[config.mk]
export PLATFORM = sky130hd
export DESIGN_NAME = rcr_reset_cause_resolver
export DESIGN_NICKNAME = d
export VERILOG_FILES = /design/src/design/rcr_pin_sync.v /design/src/design/rcr_timer.v /design/src/design/rcr_reset_cause_resolver.v
export VERILOG_INCLUDE_DIRS = /design/src /design/src/inc
export SDC_FILE = /design/constraint.sdc
export NUM_CORES = 1
export LEC_CHECK = 0
export BUFFER_PORTS_ARGS = -buffer_cell sky130_fd_sc_hd__buf_2
export CORE_MARGIN = 3
export CORE_UTILIZATION = 45
export DETAILED_ROUTE_END_ITERATION = 12
export PLACE_DENSITY = 0.73
export SKIP_CTS_REPAIR_TIMING = 1
export SYNTH_ARGS = -nofsm -noshare
export SYNTH_HDL_FRONTEND = slang
export SYNTH_HIERARCHICAL = 1
export SYNTH_SLANG_ARGS = --single-unit
[constraint.sdc]
create_clock -name clk_in -period 2.55 [get_ports clk_in]
set_clock_uncertainty 0.15 [all_clocks]
set_input_delay 0.255 -clock clk_in [delete_from_list [all_inputs] [get_ports clk_in]]
set_output_delay 0.255 -clock clk_in [all_outputs]
set_load 0.005 [all_outputs]
[src/inc/rcr_defs.vh]
// Constants for the reset cause resolver
`ifndef RCR_DEFS_VH
`define RCR_DEFS_VH

`define RCR_CTRL_PORT_ADDR 16'h0cf9
`define RCR_CTRL_RESET_VAL 8'h00
`define RCR_CTRL_STORE_MASK 8'h0a
`define RCR_CTRL_PCYCLE_BIT 3
`define RCR_CMD_HOST_RESET 8'h06
`define RCR_CMD_PCYCLE_RESET 8'h0e

`define RCR_SLEEP_S0 3'h0
`define RCR_SLEEP_S4 3'h4
`define RCR_SLEEP_S5 3'h5

`define RCR_OUT_HOST 2'h0
`define RCR_OUT_PCYCLE 2'h1
`define RCR_OUT_S5 2'h2
`define RCR_OUT_GLOBAL 2'h3

`define RCR_CLK_HZ 50000000
`define RCR_TIMEOUT_SEC 4
// Four seconds of the 50 MHz clock, sized to the 28-bit counters
`define RCR_TIMEOUT_CYCLES 28'hbeb_c200
`define RCR_OVERRIDE_SEC 4
`define RCR_OVERRIDE_CYCLES 28'hbeb_c200
`define RCR_GLOBAL_HOLD_CYCLES 8'h10

`define RCR_SYNC_INIT 5'h1c

`endif

[src/design/rcr_pin_sync.v]
// Three-stage pin synchroniser with agreement filter
`timescale 1ns/1ps
`default_nettype none
module rcr_pin_sync #(
    parameter [4:0] INIT = 5'h00
) (
    input wire clk_in,
    input wire reset_in,
    input wire [4:0] pins_in,
    output reg [4:0] pins_out
);
    reg [4:0] stage1;
    reg [4:0] stage2;
    reg [4:0] stage3;

    always @(posedge clk_in) begin
        if (reset_in) begin
            stage1 <= INIT;
            stage2 <= INIT;
            stage3 <= INIT;
            pins_out <= INIT;
        end else begin
            stage1 <= pins_in;
            stage2 <= stage1;
            stage3 <= stage2;
            // A bit moves only once the last two stages agree
            pins_out <= (~(stage2 ^ stage3) & stage3) | ((stage2 ^ stage3) & pins_out);
        end
    end
endmodule
`default_nettype wire

[src/design/rcr_timer.v]
// Saturating run-time counter with expiry flag
`timescale 1ns/1ps
`default_nettype none
module rcr_timer #(
    parameter [27:0] LIMIT = 28'h000_0001
) (
    input wire clk_in,
    input wire reset_in,
    input wire run_in,
    output reg expired_out
);
    reg [27:0] count;

    always @(posedge clk_in) begin
        if (reset_in || !run_in) begin
            count <= 28'h000_0000;
            expired_out <= 1'b0;
        end else begin
            if (count != LIMIT) begin
                count <= count + 28'h000_0001;
            end
            expired_out <= (count == LIMIT - 28'h000_0001) || (count == LIMIT);
        end
    end
endmodule
`default_nettype wire

[src/design/rcr_reset_cause_resolver.v]
// Reset cause resolver: maps reset triggers to reset types and runs the sequence
`timescale 1ns/1ps
`default_nettype none
`include "rcr_defs.vh"
module rcr_reset_cause_resolver #(
    parameter [27:0] TIMEOUT_CYCLES = `RCR_TIMEOUT_CYCLES,
    parameter [27:0] OVERRIDE_CYCLES = `RCR_OVERRIDE_CYCLES
) (
    input wire clk_in,
    input wire reset_in,
    input wire [15:0] io_addr_in,
    input wire io_write_in,
    input wire io_read_in,
    input wire [7:0] io_wdata_in,
    output reg [7:0] io_rdata_out,
    input wire global_reset_select_in,
    input wire global_escalation_enable_in,
    input wire system_reset_button_n_in,
    input wire platform_power_good_in,
    input wire system_power_good_in,
    input wire thermal_trip_n_in,
    input wire power_button_n_in,
    input wire platform_power_good_stuck_in,
    input wire smbus_reset_req_in,
    input wire smbus_reset_pcycle_in,
    input wire smbus_power_down_in,
    input wire os_watchdog_second_expiry_in,
    input wire thermal_sensor_catastrophic_in,
    input wire shutdown_cycle_in,
    input wire mgmt_host_reset_in,
    input wire mgmt_host_reset_pcycle_in,
    input wire mgmt_power_button_override_in,
    input wire mgmt_global_reset_in,
    input wire mgmt_host_reset_power_down_in,
    input wire mgmt_watchdog_timeout_in,
    input wire mgmt_uncorrectable_error_in,
    input wire pm_watchdog_timeout_in,
    input wire [2:0] sleep_state_in,
    input wire sleep_software_entered_in,
    input wire wake_event_in,
    input wire reset_ack_in,
    input wire platform_reset_done_in,
    output reg platform_reset_n_out,
    output reg reset_warn_out,
    output reg power_cycle_out,
    output reg global_reset_out,
    output reg sleep_wells_off_out,
    output reg host_held_down_out,
    output reg reset_start_out,
    output reg [1:0] reset_type_out,
    output wire busy_out
);
    localparam [2:0] ST_IDLE = 3'h0;
    localparam [2:0] ST_WARN = 3'h1;
    localparam [2:0] ST_RESET = 3'h2;
    localparam [2:0] ST_WAKE = 3'h3;
    localparam [2:0] ST_GLOBAL = 3'h4;

    reg [7:0] ctrl_port;
    reg [2:0] state;
    reg [2:0] prev_state;
    reg [2:0] next_state;
    reg [4:0] pins_prev;
    reg pcycle_flag;
    reg next_pcycle_flag;
    reg wake_hold_flag;
    reg next_wake_hold_flag;
    reg override_prev;
    reg [7:0] hold_count;
    wire [4:0] pins_sync;
    wire [4:0] pins_fall;
    wire seq_expired;
    wire override_expired;
    wire seq_run;

    // Most severe pending outcome wins
    function [1:0] rcr_resolve;
        input req_global;
        input req_s5;
        input req_pcycle;
        begin
            if (req_global) begin
                rcr_resolve = `RCR_OUT_GLOBAL;
            end else if (req_s5) begin
                rcr_resolve = `RCR_OUT_S5;
            end else if (req_pcycle) begin
                rcr_resolve = `RCR_OUT_PCYCLE;
            end else begin
                rcr_resolve = `RCR_OUT_HOST;
            end
        end
    endfunction

    // Bit order: power button, thermal trip, reset button, system pg, platform pg
    rcr_pin_sync #(
        .INIT(`RCR_SYNC_INIT)
    ) u_sync (
        .clk_in(clk_in),
        .reset_in(reset_in),
        .pins_in({power_button_n_in, thermal_trip_n_in, system_reset_button_n_in,
                  system_power_good_in, platform_power_good_in}),
        .pins_out(pins_sync)
    );

    assign pins_fall = pins_prev & ~pins_sync;

    rcr_timer #(
        .LIMIT(OVERRIDE_CYCLES)
    ) u_override (
        .clk_in(clk_in),
        .reset_in(reset_in),
        .run_in(~pins_sync[4]),
        .expired_out(override_expired)
    );

    // Restart the count on every state entry so each phase gets a full period
    assign seq_run = ((state == ST_WARN) || (state == ST_RESET)) && (state == prev_state);

    rcr_timer #(
        .LIMIT(TIMEOUT_CYCLES)
    ) u_seq_timeout (
        .clk_in(clk_in),
        .reset_in(reset_in),
        .run_in(seq_run),
        .expired_out(seq_expired)
    );

    wire in_s0 = (sleep_state_in == `RCR_SLEEP_S0);
    wire in_s45 = (sleep_state_in == `RCR_SLEEP_S4) || (sleep_state_in == `RCR_SLEEP_S5);
    wire port_hit = (io_addr_in == `RCR_CTRL_PORT_ADDR);
    wire port_write = io_write_in && port_hit;
    wire cmd_reset = port_write &&
        ((io_wdata_in == `RCR_CMD_HOST_RESET) || (io_wdata_in == `RCR_CMD_PCYCLE_RESET));
    wire cmd_pcycle = io_wdata_in[`RCR_CTRL_PCYCLE_BIT];
    wire bit3 = ctrl_port[`RCR_CTRL_PCYCLE_BIT];
    wire wd_fault = pm_watchdog_timeout_in || mgmt_watchdog_timeout_in ||
        mgmt_uncorrectable_error_in;
    wire escalate = global_escalation_enable_in && in_s0;
    wire override_edge = override_expired && !override_prev;

    wire req_global =
        (cmd_reset && global_reset_select_in) ||
        (shutdown_cycle_in && global_reset_select_in) ||
        (in_s0 && (pins_fall[0] || pins_fall[1])) ||
        platform_power_good_stuck_in ||
        mgmt_global_reset_in ||
        (wd_fault && escalate);
    wire req_s5 =
        smbus_power_down_in ||
        pins_fall[3] || thermal_sensor_catastrophic_in ||
        override_edge ||
        mgmt_power_button_override_in ||
        (wd_fault && !escalate);
    wire req_pcycle =
        (cmd_reset && !global_reset_select_in && cmd_pcycle) ||
        (pins_fall[2] && bit3) ||
        (smbus_reset_req_in && smbus_reset_pcycle_in) ||
        (shutdown_cycle_in && !global_reset_select_in && bit3) ||
        mgmt_host_reset_pcycle_in ||
        mgmt_host_reset_power_down_in;
    wire req_host_raw =
        (cmd_reset && !global_reset_select_in && !cmd_pcycle) ||
        (pins_fall[2] && !bit3) ||
        (smbus_reset_req_in && !smbus_reset_pcycle_in) ||
        os_watchdog_second_expiry_in ||
        (shutdown_cycle_in && !global_reset_select_in && !bit3) ||
        mgmt_host_reset_in;
    wire req_host = req_host_raw && !in_s45;
    wire req_any = req_global || req_s5 || req_pcycle || req_host;
    wire [1:0] outcome = rcr_resolve(req_global, req_s5, req_pcycle);
    wire skip_warn = in_s45 && sleep_software_entered_in;

    assign busy_out = (state != ST_IDLE);

    always @* begin
        next_state = state;
        next_pcycle_flag = pcycle_flag;
        next_wake_hold_flag = wake_hold_flag;
        case (state)
            ST_IDLE: begin
                if (req_any) begin
                    case (outcome)
                        `RCR_OUT_GLOBAL: begin
                            next_state = ST_GLOBAL;
                        end
                        `RCR_OUT_S5: begin
                            next_state = ST_WAKE;
                            next_wake_hold_flag = 1'b0;
                        end
                        `RCR_OUT_PCYCLE: begin
                            next_pcycle_flag = 1'b1;
                            next_wake_hold_flag = mgmt_host_reset_power_down_in;
                            if (!skip_warn) begin
                                next_state = ST_WARN;
                            end else if (mgmt_host_reset_power_down_in) begin
                                // No handshake here, but the host still waits for the wake
                                next_state = ST_WAKE;
                            end else begin
                                next_state = ST_RESET;
                            end
                        end
                        default: begin
                            next_pcycle_flag = 1'b0;
                            next_wake_hold_flag = 1'b0;
                            next_state = ST_WARN;
                        end
                    endcase
                end
            end
            ST_WARN: begin
                if (seq_expired) begin
                    next_state = ST_GLOBAL;
                end else if (reset_ack_in) begin
                    next_state = wake_hold_flag ? ST_WAKE : ST_RESET;
                end
            end
            ST_RESET: begin
                if (seq_expired) begin
                    next_state = ST_GLOBAL;
                end else if (platform_reset_done_in) begin
                    next_state = ST_IDLE;
                end
            end
            ST_WAKE: begin
                if (wake_event_in) begin
                    // Deferred power-down reset completes only after the wake
                    next_state = wake_hold_flag ? ST_RESET : ST_IDLE;
                    next_wake_hold_flag = 1'b0;
                end
            end
            ST_GLOBAL: begin
                if (hold_count == `RCR_GLOBAL_HOLD_CYCLES) begin
                    next_state = ST_IDLE;
                end
            end
            default: begin
                next_state = ST_IDLE;
            end
        endcase
        // Global and S5 triggers preempt a sequence already under way
        if (state != ST_IDLE && state != ST_GLOBAL) begin
            if (req_global) begin
                next_state = ST_GLOBAL;
            end else if (req_s5 && !(state == ST_WAKE && !wake_hold_flag)) begin
                next_state = ST_WAKE;
                next_wake_hold_flag = 1'b0;
            end
        end
    end

    always @(posedge clk_in) begin
        if (reset_in) begin
            ctrl_port <= `RCR_CTRL_RESET_VAL;
            io_rdata_out <= 8'h00;
        end else begin
            if (port_write) begin
                // Reset-cpu bit is self-clearing, so only the sticky bits are kept
                ctrl_port <= io_wdata_in & `RCR_CTRL_STORE_MASK;
            end
            io_rdata_out <= (io_read_in && port_hit) ? ctrl_port : 8'h00;
        end
    end

    always @(posedge clk_in) begin
        if (reset_in) begin
            state <= ST_IDLE;
            prev_state <= ST_IDLE;
            pcycle_flag <= 1'b0;
            wake_hold_flag <= 1'b0;
            pins_prev <= `RCR_SYNC_INIT;
            override_prev <= 1'b0;
            hold_count <= 8'h00;
            platform_reset_n_out <= 1'b1;
            reset_warn_out <= 1'b0;
            power_cycle_out <= 1'b0;
            global_reset_out <= 1'b0;
            sleep_wells_off_out <= 1'b0;
            host_held_down_out <= 1'b0;
            reset_start_out <= 1'b0;
            reset_type_out <= `RCR_OUT_HOST;
        end else begin
            state <= next_state;
            prev_state <= state;
            pcycle_flag <= next_pcycle_flag;
            wake_hold_flag <= next_wake_hold_flag;
            pins_prev <= pins_sync;
            override_prev <= override_expired;
            hold_count <= (state == ST_GLOBAL) ? hold_count + 8'h01 : 8'h00;
            platform_reset_n_out <= (next_state == ST_IDLE) || (next_state == ST_WARN);
            reset_warn_out <= (next_state == ST_WARN);
            global_reset_out <= (next_state == ST_GLOBAL);
            power_cycle_out <= (next_state == ST_GLOBAL) ||
                ((next_state == ST_RESET) && next_pcycle_flag);
            sleep_wells_off_out <= (next_state == ST_WAKE);
            host_held_down_out <= (next_state == ST_WAKE);
            reset_start_out <= (next_state != state) && (state == ST_IDLE);
            if (next_state == ST_GLOBAL) begin
                reset_type_out <= `RCR_OUT_GLOBAL;
            end else if (next_state == ST_WAKE && !next_wake_hold_flag) begin
                reset_type_out <= `RCR_OUT_S5;
            end else if (state == ST_IDLE && next_state != ST_IDLE) begin
                reset_type_out <= next_pcycle_flag ? `RCR_OUT_PCYCLE : `RCR_OUT_HOST;
            end
        end
    end
endmodule
`default_nettype wire

# Word level (Yosys, flattened, before mapping)
# Cells that the tools add are included.
# word_totals
register_bits	111
inputBits	57
output_inout_bits	18
wordCells	180
# op_classes
add_sub_neg	3
eq_ne	26
mux	33
bitwise	9
n_reduce_logical	85
# op_table
operator	count
$eq A28 B28 Y1 const B	4
$add A28 B1 Y28 const B	2
$ne A28 B28 Y1 const B	2
$logic_or A1 B1 Y1	35
$logic_and A1 B1 Y1	30
$mux W3	10
$eq A16 B12 Y1 const B	1
$pmux W3 S5	1
$mux W2	7
$eq A3 B2 Y1 const B	4
$eq A3 B3 Y1 const B	4
$logic_not A1 Y1	11
$mux W1	11
$and A5 B5 Y5	2
$logic_not A3 Y1	3
$pmux W3 S3	1
$reduce_bool A3 Y1	3
$add A8 B1 Y8 const B	1
$eq A8 B3 Y1 const B	1
$eq A8 B4 Y1 const B	1
$eq A8 B5 Y1 const B	1
$eq A3 B1 Y1 const B	2
$pmux W1 S2	3
$reduce_or A2 Y1	3
other kinds (11)	13

# Logic depth before layout (Yosys ltp)
# Gate-level depths: netlist (run 1).
# depth
word_depth	25
depth_mapped	10
ltp_nobuf	8

# Cells and area by module
# The synthesis (run 1) kept the hierarchy.
# by_module_without_submodules
module	n_inst	cells_each	area_per_inst_um2	seq_area_each_um2
rcr_reset_cause_resolver	1	238	1960.6	660.6
rcr_timer (u_seq_timeout)	1	173	1510.2	580.6
rcr_timer (u_override)	1	167	1463.9	580.6
rcr_pin_sync	1	52	593.1	400.4

# Least setup slack after synthesis (run 1)
# Ideal clock, no wire load.
# synth_path
path_type	input port to flip-flop
start	in io_addr_in[13]
end	reg reset_type_out[0]
setup_time_ns	0.116
arrival_time_ns	2.212
slack_ns	0.073
path_stages	7
path_cell_list	or4b_4 -> nor4_4 -> and4_1 -> o31ai_2 -> nor2_2 -> mux2_4 -> a31o_1
# synth_via
elab_chain_cells	24
# synth_rtl
element	line	rtl
start: declaration	rcr_reset_cause_resolver.v:11	input wire [15:0] io_addr_in,
$eq A16 B12 Y1 (no source line) (*)	--	
$logic_and A1 B1 Y1 (*)	rcr_reset_cause_resolver.v:131	wire port_write = io_write_in && port_hit;
$logic_and A1 B1 Y1 (*)	rcr_reset_cause_resolver.v:132	wire cmd_reset = port_write &&
$logic_and A1 B1 Y1	rcr_reset_cause_resolver.v:155, rcr_reset_cause_resolver.v:162	
$logic_and A1 B1 Y1	rcr_reset_cause_resolver.v:155	(cmd_reset && !global_reset_select_in && cmd_pcycle) ||
$logic_or A1 B1 Y1	rcr_reset_cause_resolver.v:155	
$logic_or A1 B1 Y1	rcr_reset_cause_resolver.v:156	(pins_fall[2] && bit3) ||
$logic_or A1 B1 Y1	rcr_reset_cause_resolver.v:157	(smbus_reset_req_in && smbus_reset_pcycle_in) ||
[... 8 more ...]	--	
$pmux W3 S5 or $pmux W1 S2 (tied branches)	rcr_reset_cause_resolver.v:179	case (state)
$mux W3 or $mux W1 (tied branches)	rcr_reset_cause_resolver.v:244	end else if (req_s5 && !(state == ST_WAKE && !wake_hold_flag)) begin
$mux W3 or $mux W1 (tied branches)	rcr_reset_cause_resolver.v:242	if (req_global) begin
$mux W3 or $mux W1 (tied branches)	rcr_reset_cause_resolver.v:241	if (state != ST_IDLE && state != ST_GLOBAL) begin
$eq A3 B2 Y1 or $logic_not A1 Y1 (tied branches)	rcr_reset_cause_resolver.v:299	end else if (next_state == ST_WAKE && !next_wake_hold_flag) begin
$logic_and A1 B1 Y1	rcr_reset_cause_resolver.v:299	
$mux W2	rcr_reset_cause_resolver.v:299	
$mux W2	rcr_reset_cause_resolver.v:297	if (next_state == ST_GLOBAL) begin
end signal: assignment	rcr_reset_cause_resolver.v:298	reset_type_out <= `RCR_OUT_GLOBAL;
end signal: assignment	rcr_reset_cause_resolver.v:300	reset_type_out <= `RCR_OUT_S5;
end signal: assignment	rcr_reset_cause_resolver.v:302	reset_type_out <= next_pcycle_flag ? `RCR_OUT_PCYCLE : `RCR_OUT_HOST;
end: declaration	rcr_reset_cause_resolver.v:50	output reg [1:0] reset_type_out,
# Mark *: on every way between the ends. The rest lies on a longest branch, timed or not. The select of a mux whose other input is x is not followed.
# A chain may end at the register's enable or synchronous reset.

==> metrics.md, run 1 <==
| Metric | Value |
|---|---|
| Switching power | 0.802 mW |
| Post-synth top area cell | dfxtp_1 |
| Die height | 117 um |
| Mapped Cells | 630 |
| IO buf count | 68 |
| Sequential share of power | 51.4% |
| Maximum clock frequency | 424 MHz |
| PwrDens | 544 nW/um^2 |
| Max stage delay cell, worst path | a2111o_1 |
| Die X | 117 um |
| Row count | 39 |
| Critical-path cell list | nand2b_1, a21oi_1, a2111o_1, or2_4, o31ai_2, a21boi_1, a311oi_1 |
| DR DRC count | 0 |
| Antenna diode count | 0 |
| Hold crit path type | primary input to register |
| Clock power share | 42.7% |
| Worst-Margin Slew | 0.563 ns |
| Synth warn | 6 |
| Starting DRC count in detailed routing | 522 |
| Grt ovf | 0 |
| Synth unique cells | 81 |
| Slew margin rel. | 61.5% |
| Wire per inst | 15.0 um |
| Int Pwr | 2.65 mW |
| Initial Util | 47.2% |
| Setup ws final | 0.190 ns |
| Violated checks | negative hold slack |
| Min cycle time layout | 2.36 ns |
| Critical Path AT | 2.43 ns |
| Dpl hpwl | 9350 um |
| Final setup fails | 0 |
| Worst setup EP type | register |
| CP Max Fanout | 6 |
| Die area | 13700 sq um |
| Clock transition at path regs | 0.08 ns |
| Slowest stage delay, CP | 0.49 ns |
| Syn Area/Cell | 8.77 sq um |
| Largest cells by area after synthesis | dfxtp_1 (40%), a21oi_1 (3.8%), nor2_1 (3.6%), xor2_1 (3.5%), nand2_1 (2.9%) |
| Htree depth | 3 |
| Register area share after synthesis | 40.2% |
| Via count | 5013 |
| Setup WS pre-CTS | -0.0243 ns |
| MaxCap Viol Count | 0 |
| Boundary Pins | 75 |
| CTS sink cnt | 111 |
| Tcrit/Tclk final | 92.5% |
| Routed Wire Length | 12800 um |
| Core Area | 11700 sq um |
| Initial antenna violation count | 0 |
| GPL Wtd Cong | 0.930 |
| Hold slack | -0.0168 ns |
| FFs w/ async S/R, synth | 0% |
| Yosys reg bits | 111 |
| Final Hold Viols | 2 |
| Multi-input logic area | 3040 sq um |
| Outcome | finished, violations left |
| Layout cells sized above 1 | 18.5% |
| Max-slew violations | 0 |
| Mapped Area | 5530 sq um |
| Switching part of the total power | 23.3% |
| Clock root cell | clkbuf_16 |
| Cts bufs inserted | 9 |
| CP Class | register to register |
| Synthesis-to-layout area growth | 14.8% |
| Worst setup SP type | register |
| Largest net degree at the start of global routing | 29 |
| Overall power | 3.45 mW |
| LEAKAGE | 2.36 nW |
| Post-synth EDFFs | 0 |
| Finished Core Util | 54.2% |
| Register area | 2220 sq um |
| Logic pwr share | 5.9% |
| Clk_lat worst skew | 0.34 ns |
| Critical Path RT | 2.62 ns |
| Nets | 766 |
| Post-route ant nets | 0 |
| Vias in the first global route | 4674 |
| RSZ-0062 raised after global routing | no |
| Peak VDD IR | 0.376 mV |
| Prevailing post-synth register cell | dfxtp_1 |
| First-pass iteration count of the detailed router | 5 |
| Fill cell count | 1076 |
| Total Routing Usage GR | 18.7% |
| First-pass GRT wire length | 21000 um |
| Max Buffers Root-to-Sink | 2 |
| CTS tree | done |
| Vias per cell | 5.89 |
| Share of the synthesized area in the top cell type | 40.2% |
==> power groups by stage <==
stage	sequential, mW	combinational (mW)	clock, mW
final	1.77	0.203	1.48
after CTS	1.77	0.197	1.52
after detailed placement	1.81	0.196	0
after global placement	1.81	0.191	0
after global routing	1.78	0.225	1.59
after floorplan	1.81	0.112	0
==> synthesized netlist by cell type (all sizes together), types with 3 or more instances <==
master and count:
or4 20, and4 17, nor3 13, or2 12, nor4 11, a31oi 7, buf 19, and3 12
clkbuf 14, ha 6, o31ai 22, nor4b 3, nand3b 3, a21oi 42, o21ai 15, nor2b 19
o211ai 5, xor2 22, or3 6, inv 21, nand2b 11, nand4 27, xnor2 5, and2 10
nand2 43, o21bai 4, nand3 32, nor2 54, dfxtp 111, a211oi 3, o311ai 3
==> layout make-up <==
type	instances	share of cell area (%)
multi-input cells	470	47.8
flip-flops and latches	111	35.0
repair buffers	90	8.08
clock buffers	9	3.55
well taps	143	2.82
clock inverters	7	1.50
inverters	21	1.24
==> critical path, delay by kind of cell (launching register included) <==
| family | cells | cell delay (ns) |
|---|---|---|
| compound gates | 5 | 1.31 |
| flops | 1 | 0.37 |
| simple gates | 2 | 0.42 |
==> routing by layer <==
| metal | share of wire [%] | routed length [um] | track usage (%) | vias up |
|---|---|---|---|---|
| met3 | 4.7 | 595 | 2.62 | 30 |
| met5 | 0 | 0 | 0 | - |
| met1 | 44 | 5640 | 23.7 | 2375 |
| met4 | 2.5 | 314 | 9.10 | 0 |
| li1 | - | - | - | 2460 |
| met2 | 49 | 6230 | 31.2 | 148 |
==> registers in the layout (all words and copies together) (netlist names), 2 cells and up, named ones only <==
| name | cells |
|---|---|
| ctrl_port | 2 |
| pins_prev | 4 |
| state | 3 |
| u_sync/stage1 | 5 |
| u_override/count | 28 |
| io_rdata_out | 2 |
| u_sync/stage3 | 5 |
| hold_count | 8 |
| u_seq_timeout/count | 28 |
| prev_state | 3 |
| u_sync/stage2 | 5 |
| reset_type_out | 2 |
==> worst paths after layout <==
kind	start	endpoint	slack [ns]	cells past startpoint
worst max-delay path	register	reset_start_out$_SDFF_PP0_	0.19	7
worst min register to register	u_sync/stage1[4]$_SDFF_PP1_	u_sync/stage2[4]$_SDFF_PP1_	0.26	1
worst max register to register	register	reset_start_out$_SDFF_PP0_	0.19	7
worst min-delay path	platform_power_good_in	u_sync/stage1[0]$_SDFF_PP0_	-0.02	2
==> layout by cell type, fill, tap and decap left out, drive strengths merged, types with 12 or more instances in the layout <==
cell type | netlist | routed
or2 | 12 | 12
nand4 | 27 | 27
and3 | 12 | 12
o21ai | 15 | 15
buf | 19 | 87
or4 | 20 | 20
a21oi | 42 | 42
and4 | 17 | 17
o31ai | 22 | 22
inv | 21 | 25
nor2b | 19 | 19
nand2 | 43 | 43
nor2 | 54 | 54
dfxtp | 111 | 111
nand3 | 32 | 32
xor2 | 22 | 22
nor3 | 13 | 13
==> cells by family after synthesis <==
family | Yosys count | synth area share [%]
multiplexers | 2 | 0.453
flip-flops | 111 | 40.2
AND/OR/NAND/NOR | 305 | 33.3
XOR/XNOR | 27 | 4.28
AO/OA/AOI/OAI | 124 | 15.1
other | 1 | 0.0678
adder cells (fa/ha/maj) | 6 | 1.36
buffers and inverters | 54 | 5.23
==> stage by stage <==
step,setup TNS (ns),std cells,hold WS [ns],cell area [sq um]
floorplan,0,635,0.196,5550
global placement,0,832,0.240,6000
detailed placement,-0.0447,832,0.239,6000
CTS,0,848,-0.0799,6320
global route,0,851,0.00112,6350
finish,0,851,-0.0168,6350
Power figures use the tool's default switching activity.
==> run 2, diff against run 1 <==
==> constraint.sdc (replaced) <==
create_clock -name clk_in -period 2.55 [get_ports clk_in]
set_clock_uncertainty 0.15 [all_clocks]
set_input_delay 0.51 -clock clk_in [delete_from_list [all_inputs] [get_ports clk_in]]
set_output_delay 0.51 -clock clk_in [all_outputs]
set_load 0.005 [all_outputs]
==> metrics.md, run 2 (synthesis gave the netlist of run 1 again) <==
| Metric | Value |
|---|---|
| First-pass iteration count of the detailed router | 6 (was 5) |
| CP Class | primary input to register (was register to register) |
| GPL Wtd Cong | 0.968 (was 0.930) |
| Final Instance Count excl. Fillers | 860 (was 851) |
| Die area | 13700 sq um (unchanged) |
| Max Buffers Root-to-Sink | 2 (unchanged) |
| Final setup fails | 0 (unchanged) |
| LEAKAGE | 2.41 nW (was 2.36 nW) |
| IO buf count | 68 (unchanged) |
| Boundary Pins | 75 (unchanged) |
| Htree depth | 3 (unchanged) |
| Via count | 5014 (was 5013) |
| Cts bufs inserted | 9 (unchanged) |
| Clock root cell | clkbuf_16 (unchanged) |
| CTS tree | done (unchanged) |
| Total Routing Usage GR | 18.7% (about the same) |
| Max-slew violations | 0 (unchanged) |
| Largest net degree at the start of global routing | 39 (was 29) |
| Critical Path AT | 2.55 ns (was 2.43 ns) |
| Layout cells sized above 1 | 20.1% (was 18.5%) |
| Critical Path RT | 2.65 ns (was 2.62 ns) |
| Antenna diode count | 0 (unchanged) |
| Die height | 117 um (unchanged) |
| Post-route ant nets | 0 (unchanged) |
| Row count | 39 (unchanged) |
| Vias per cell | 5.83 (was 5.89) |
| Nets | 775 (was 766) |
| CTS sink cnt | 111 (unchanged) |
| Commonest non-fill, non-tap cell in the layout | dfxtp_1 (unchanged) |
| Vias in the first global route | 4672 (was 4674) |
| Worst-Margin Slew | 0.570 ns (was 0.563 ns) |
| Tcrit/Tclk final | 96.3% (was 92.5%) |
| Final Hold Viols | 0 (was 2) |
| Initial Util | 47.2% (unchanged) |
| PwrDens | 537 nW/um^2 (was 544 nW/um^2) |
| Clock transition at path regs | 0.08 ns (about the same) |
| MaxCap Viol Count | 0 (unchanged) |
| Setup WS pre-CTS | -0.325 ns (was -0.0243 ns) |
| Worst setup EP type | register (unchanged) |
| Core Area | 11700 sq um (unchanged) |
| Regs by FF count | u_override/count (28), u_seq_timeout/count (28), hold_count (8) (unchanged) |
| Routed Wire Length | 12800 um (about the same) |
| Dpl hpwl | 9460 um (was 9350 um) |
| First-pass GRT wire length | 21000 um (about the same) |
| Min cycle time layout | 2.46 ns (was 2.36 ns) |
| Worst setup SP type | primary input (was register) |
| Overall power | 3.44 mW (was 3.45 mW) |
| Starting DRC count in detailed routing | 386 (was 522) |
| Hold crit path type | primary input to register (unchanged) |
| CP Max Fanout | 4 (was 6) |
| Clk_lat worst skew | 0.35 ns (was 0.34 ns) |
| Synthesis-to-layout area growth | 16.0% (was 14.8%) |
| Wire per inst | 14.9 um (was 15.0 um) |
| Placed instance count | 844 (was 832) |
| Reg2reg setup slack | 0.19 ns (about the same) |
| Maximum clock frequency | 407 MHz (was 424 MHz) |
| DR DRC count | 0 (unchanged) |
| Setup ws final | 0.0946 ns (was 0.190 ns) |
| Peak VDD IR | 0.454 mV (was 0.376 mV) |
| Slew margin rel. | 61.9% (was 61.5%) |
| Die X | 117 um (unchanged) |
| Grt ovf | 0 (unchanged) |
| Finished Core Util | 54.8% (was 54.2%) |
| Initial antenna violation count | 0 (unchanged) |
| Outcome | completed (was finished, violations left) |
| Hold slack | 0.192 ns (was -0.0168 ns) |
| Most frequent cells in the layout | dfxtp_1 (111), buf_2 (68), nor2_1 (53), nand2_1 (43), a21oi_1 (42) (unchanged) |
## run 2: cell types whose count changed in the layout (fill, tap and decap cells not counted), sizes merged
cell,change
buf,+12
clkinv,-1
dlygate4sd3,-3
inv,+1
## run 2: worst paths after layout
kind	from	end	depth (start not counted)
min	thermal_trip_n_in	u_sync/stage1[3]$_SDFF_PP1_	2
max	mgmt_watchdog_timeout_in	reset_type_out[0]$_SDFFE_PP0P_	8
max reg2reg	register	reset_type_out[0]$_SDFFE_PP0P_	7
min reg2reg	u_sync/stage1[2]$_SDFF_PP1_	u_sync/stage2[2]$_SDFF_PP1_	1
## run 2: per-layer routing
metal	routed length, um	up-vias	GRT usage, %
met5	0	-	0
met4	187	0	6.19
met3	537	16	3.96
met2	6430	140	31.9
met1	5680	2381	23.6
li1	-	2477	-
## run 2: layout make-up
class / instances / area, sq um
Inverter: 21 / 78.8
Clock inverter: 7 / 83.8
Sequential cell: 111 / 2220
Tap cell: 143 / 179
Multi-Input combinational cell: 470 / 3050
Timing Repair Buffer: 99 / 573
Fill cell: 1029 / 5300
Clock buffer: 9 / 225
## run 2: critical path: stages
cell	delay, ns
buf_2	0.10
nor3_1	0.27
nor2_1	0.09
a2111o_1	0.50
o41ai_1	0.40
o211ai_1	0.18
mux2_4	0.29
a31o_1	0.21
## run 2: where the power goes
group	total (mW)	internal (mW)	switching [mW]
Combinational	0.217	0.110	0.107
Sequential	1.77	1.76	0.0169
Clock	1.45	0.785	0.668
## run 2: per-stage QoR
stage          setup TNS, ns  cell area (sq um)
4_1_cts                    0               6400
3_5_place_dp           -2.10               6090
3_3_place_gp           -1.42               6090
5_1_grt             -0.00927               6410
2_1_floorplan         -0.185               5550
6_report                   0               6410
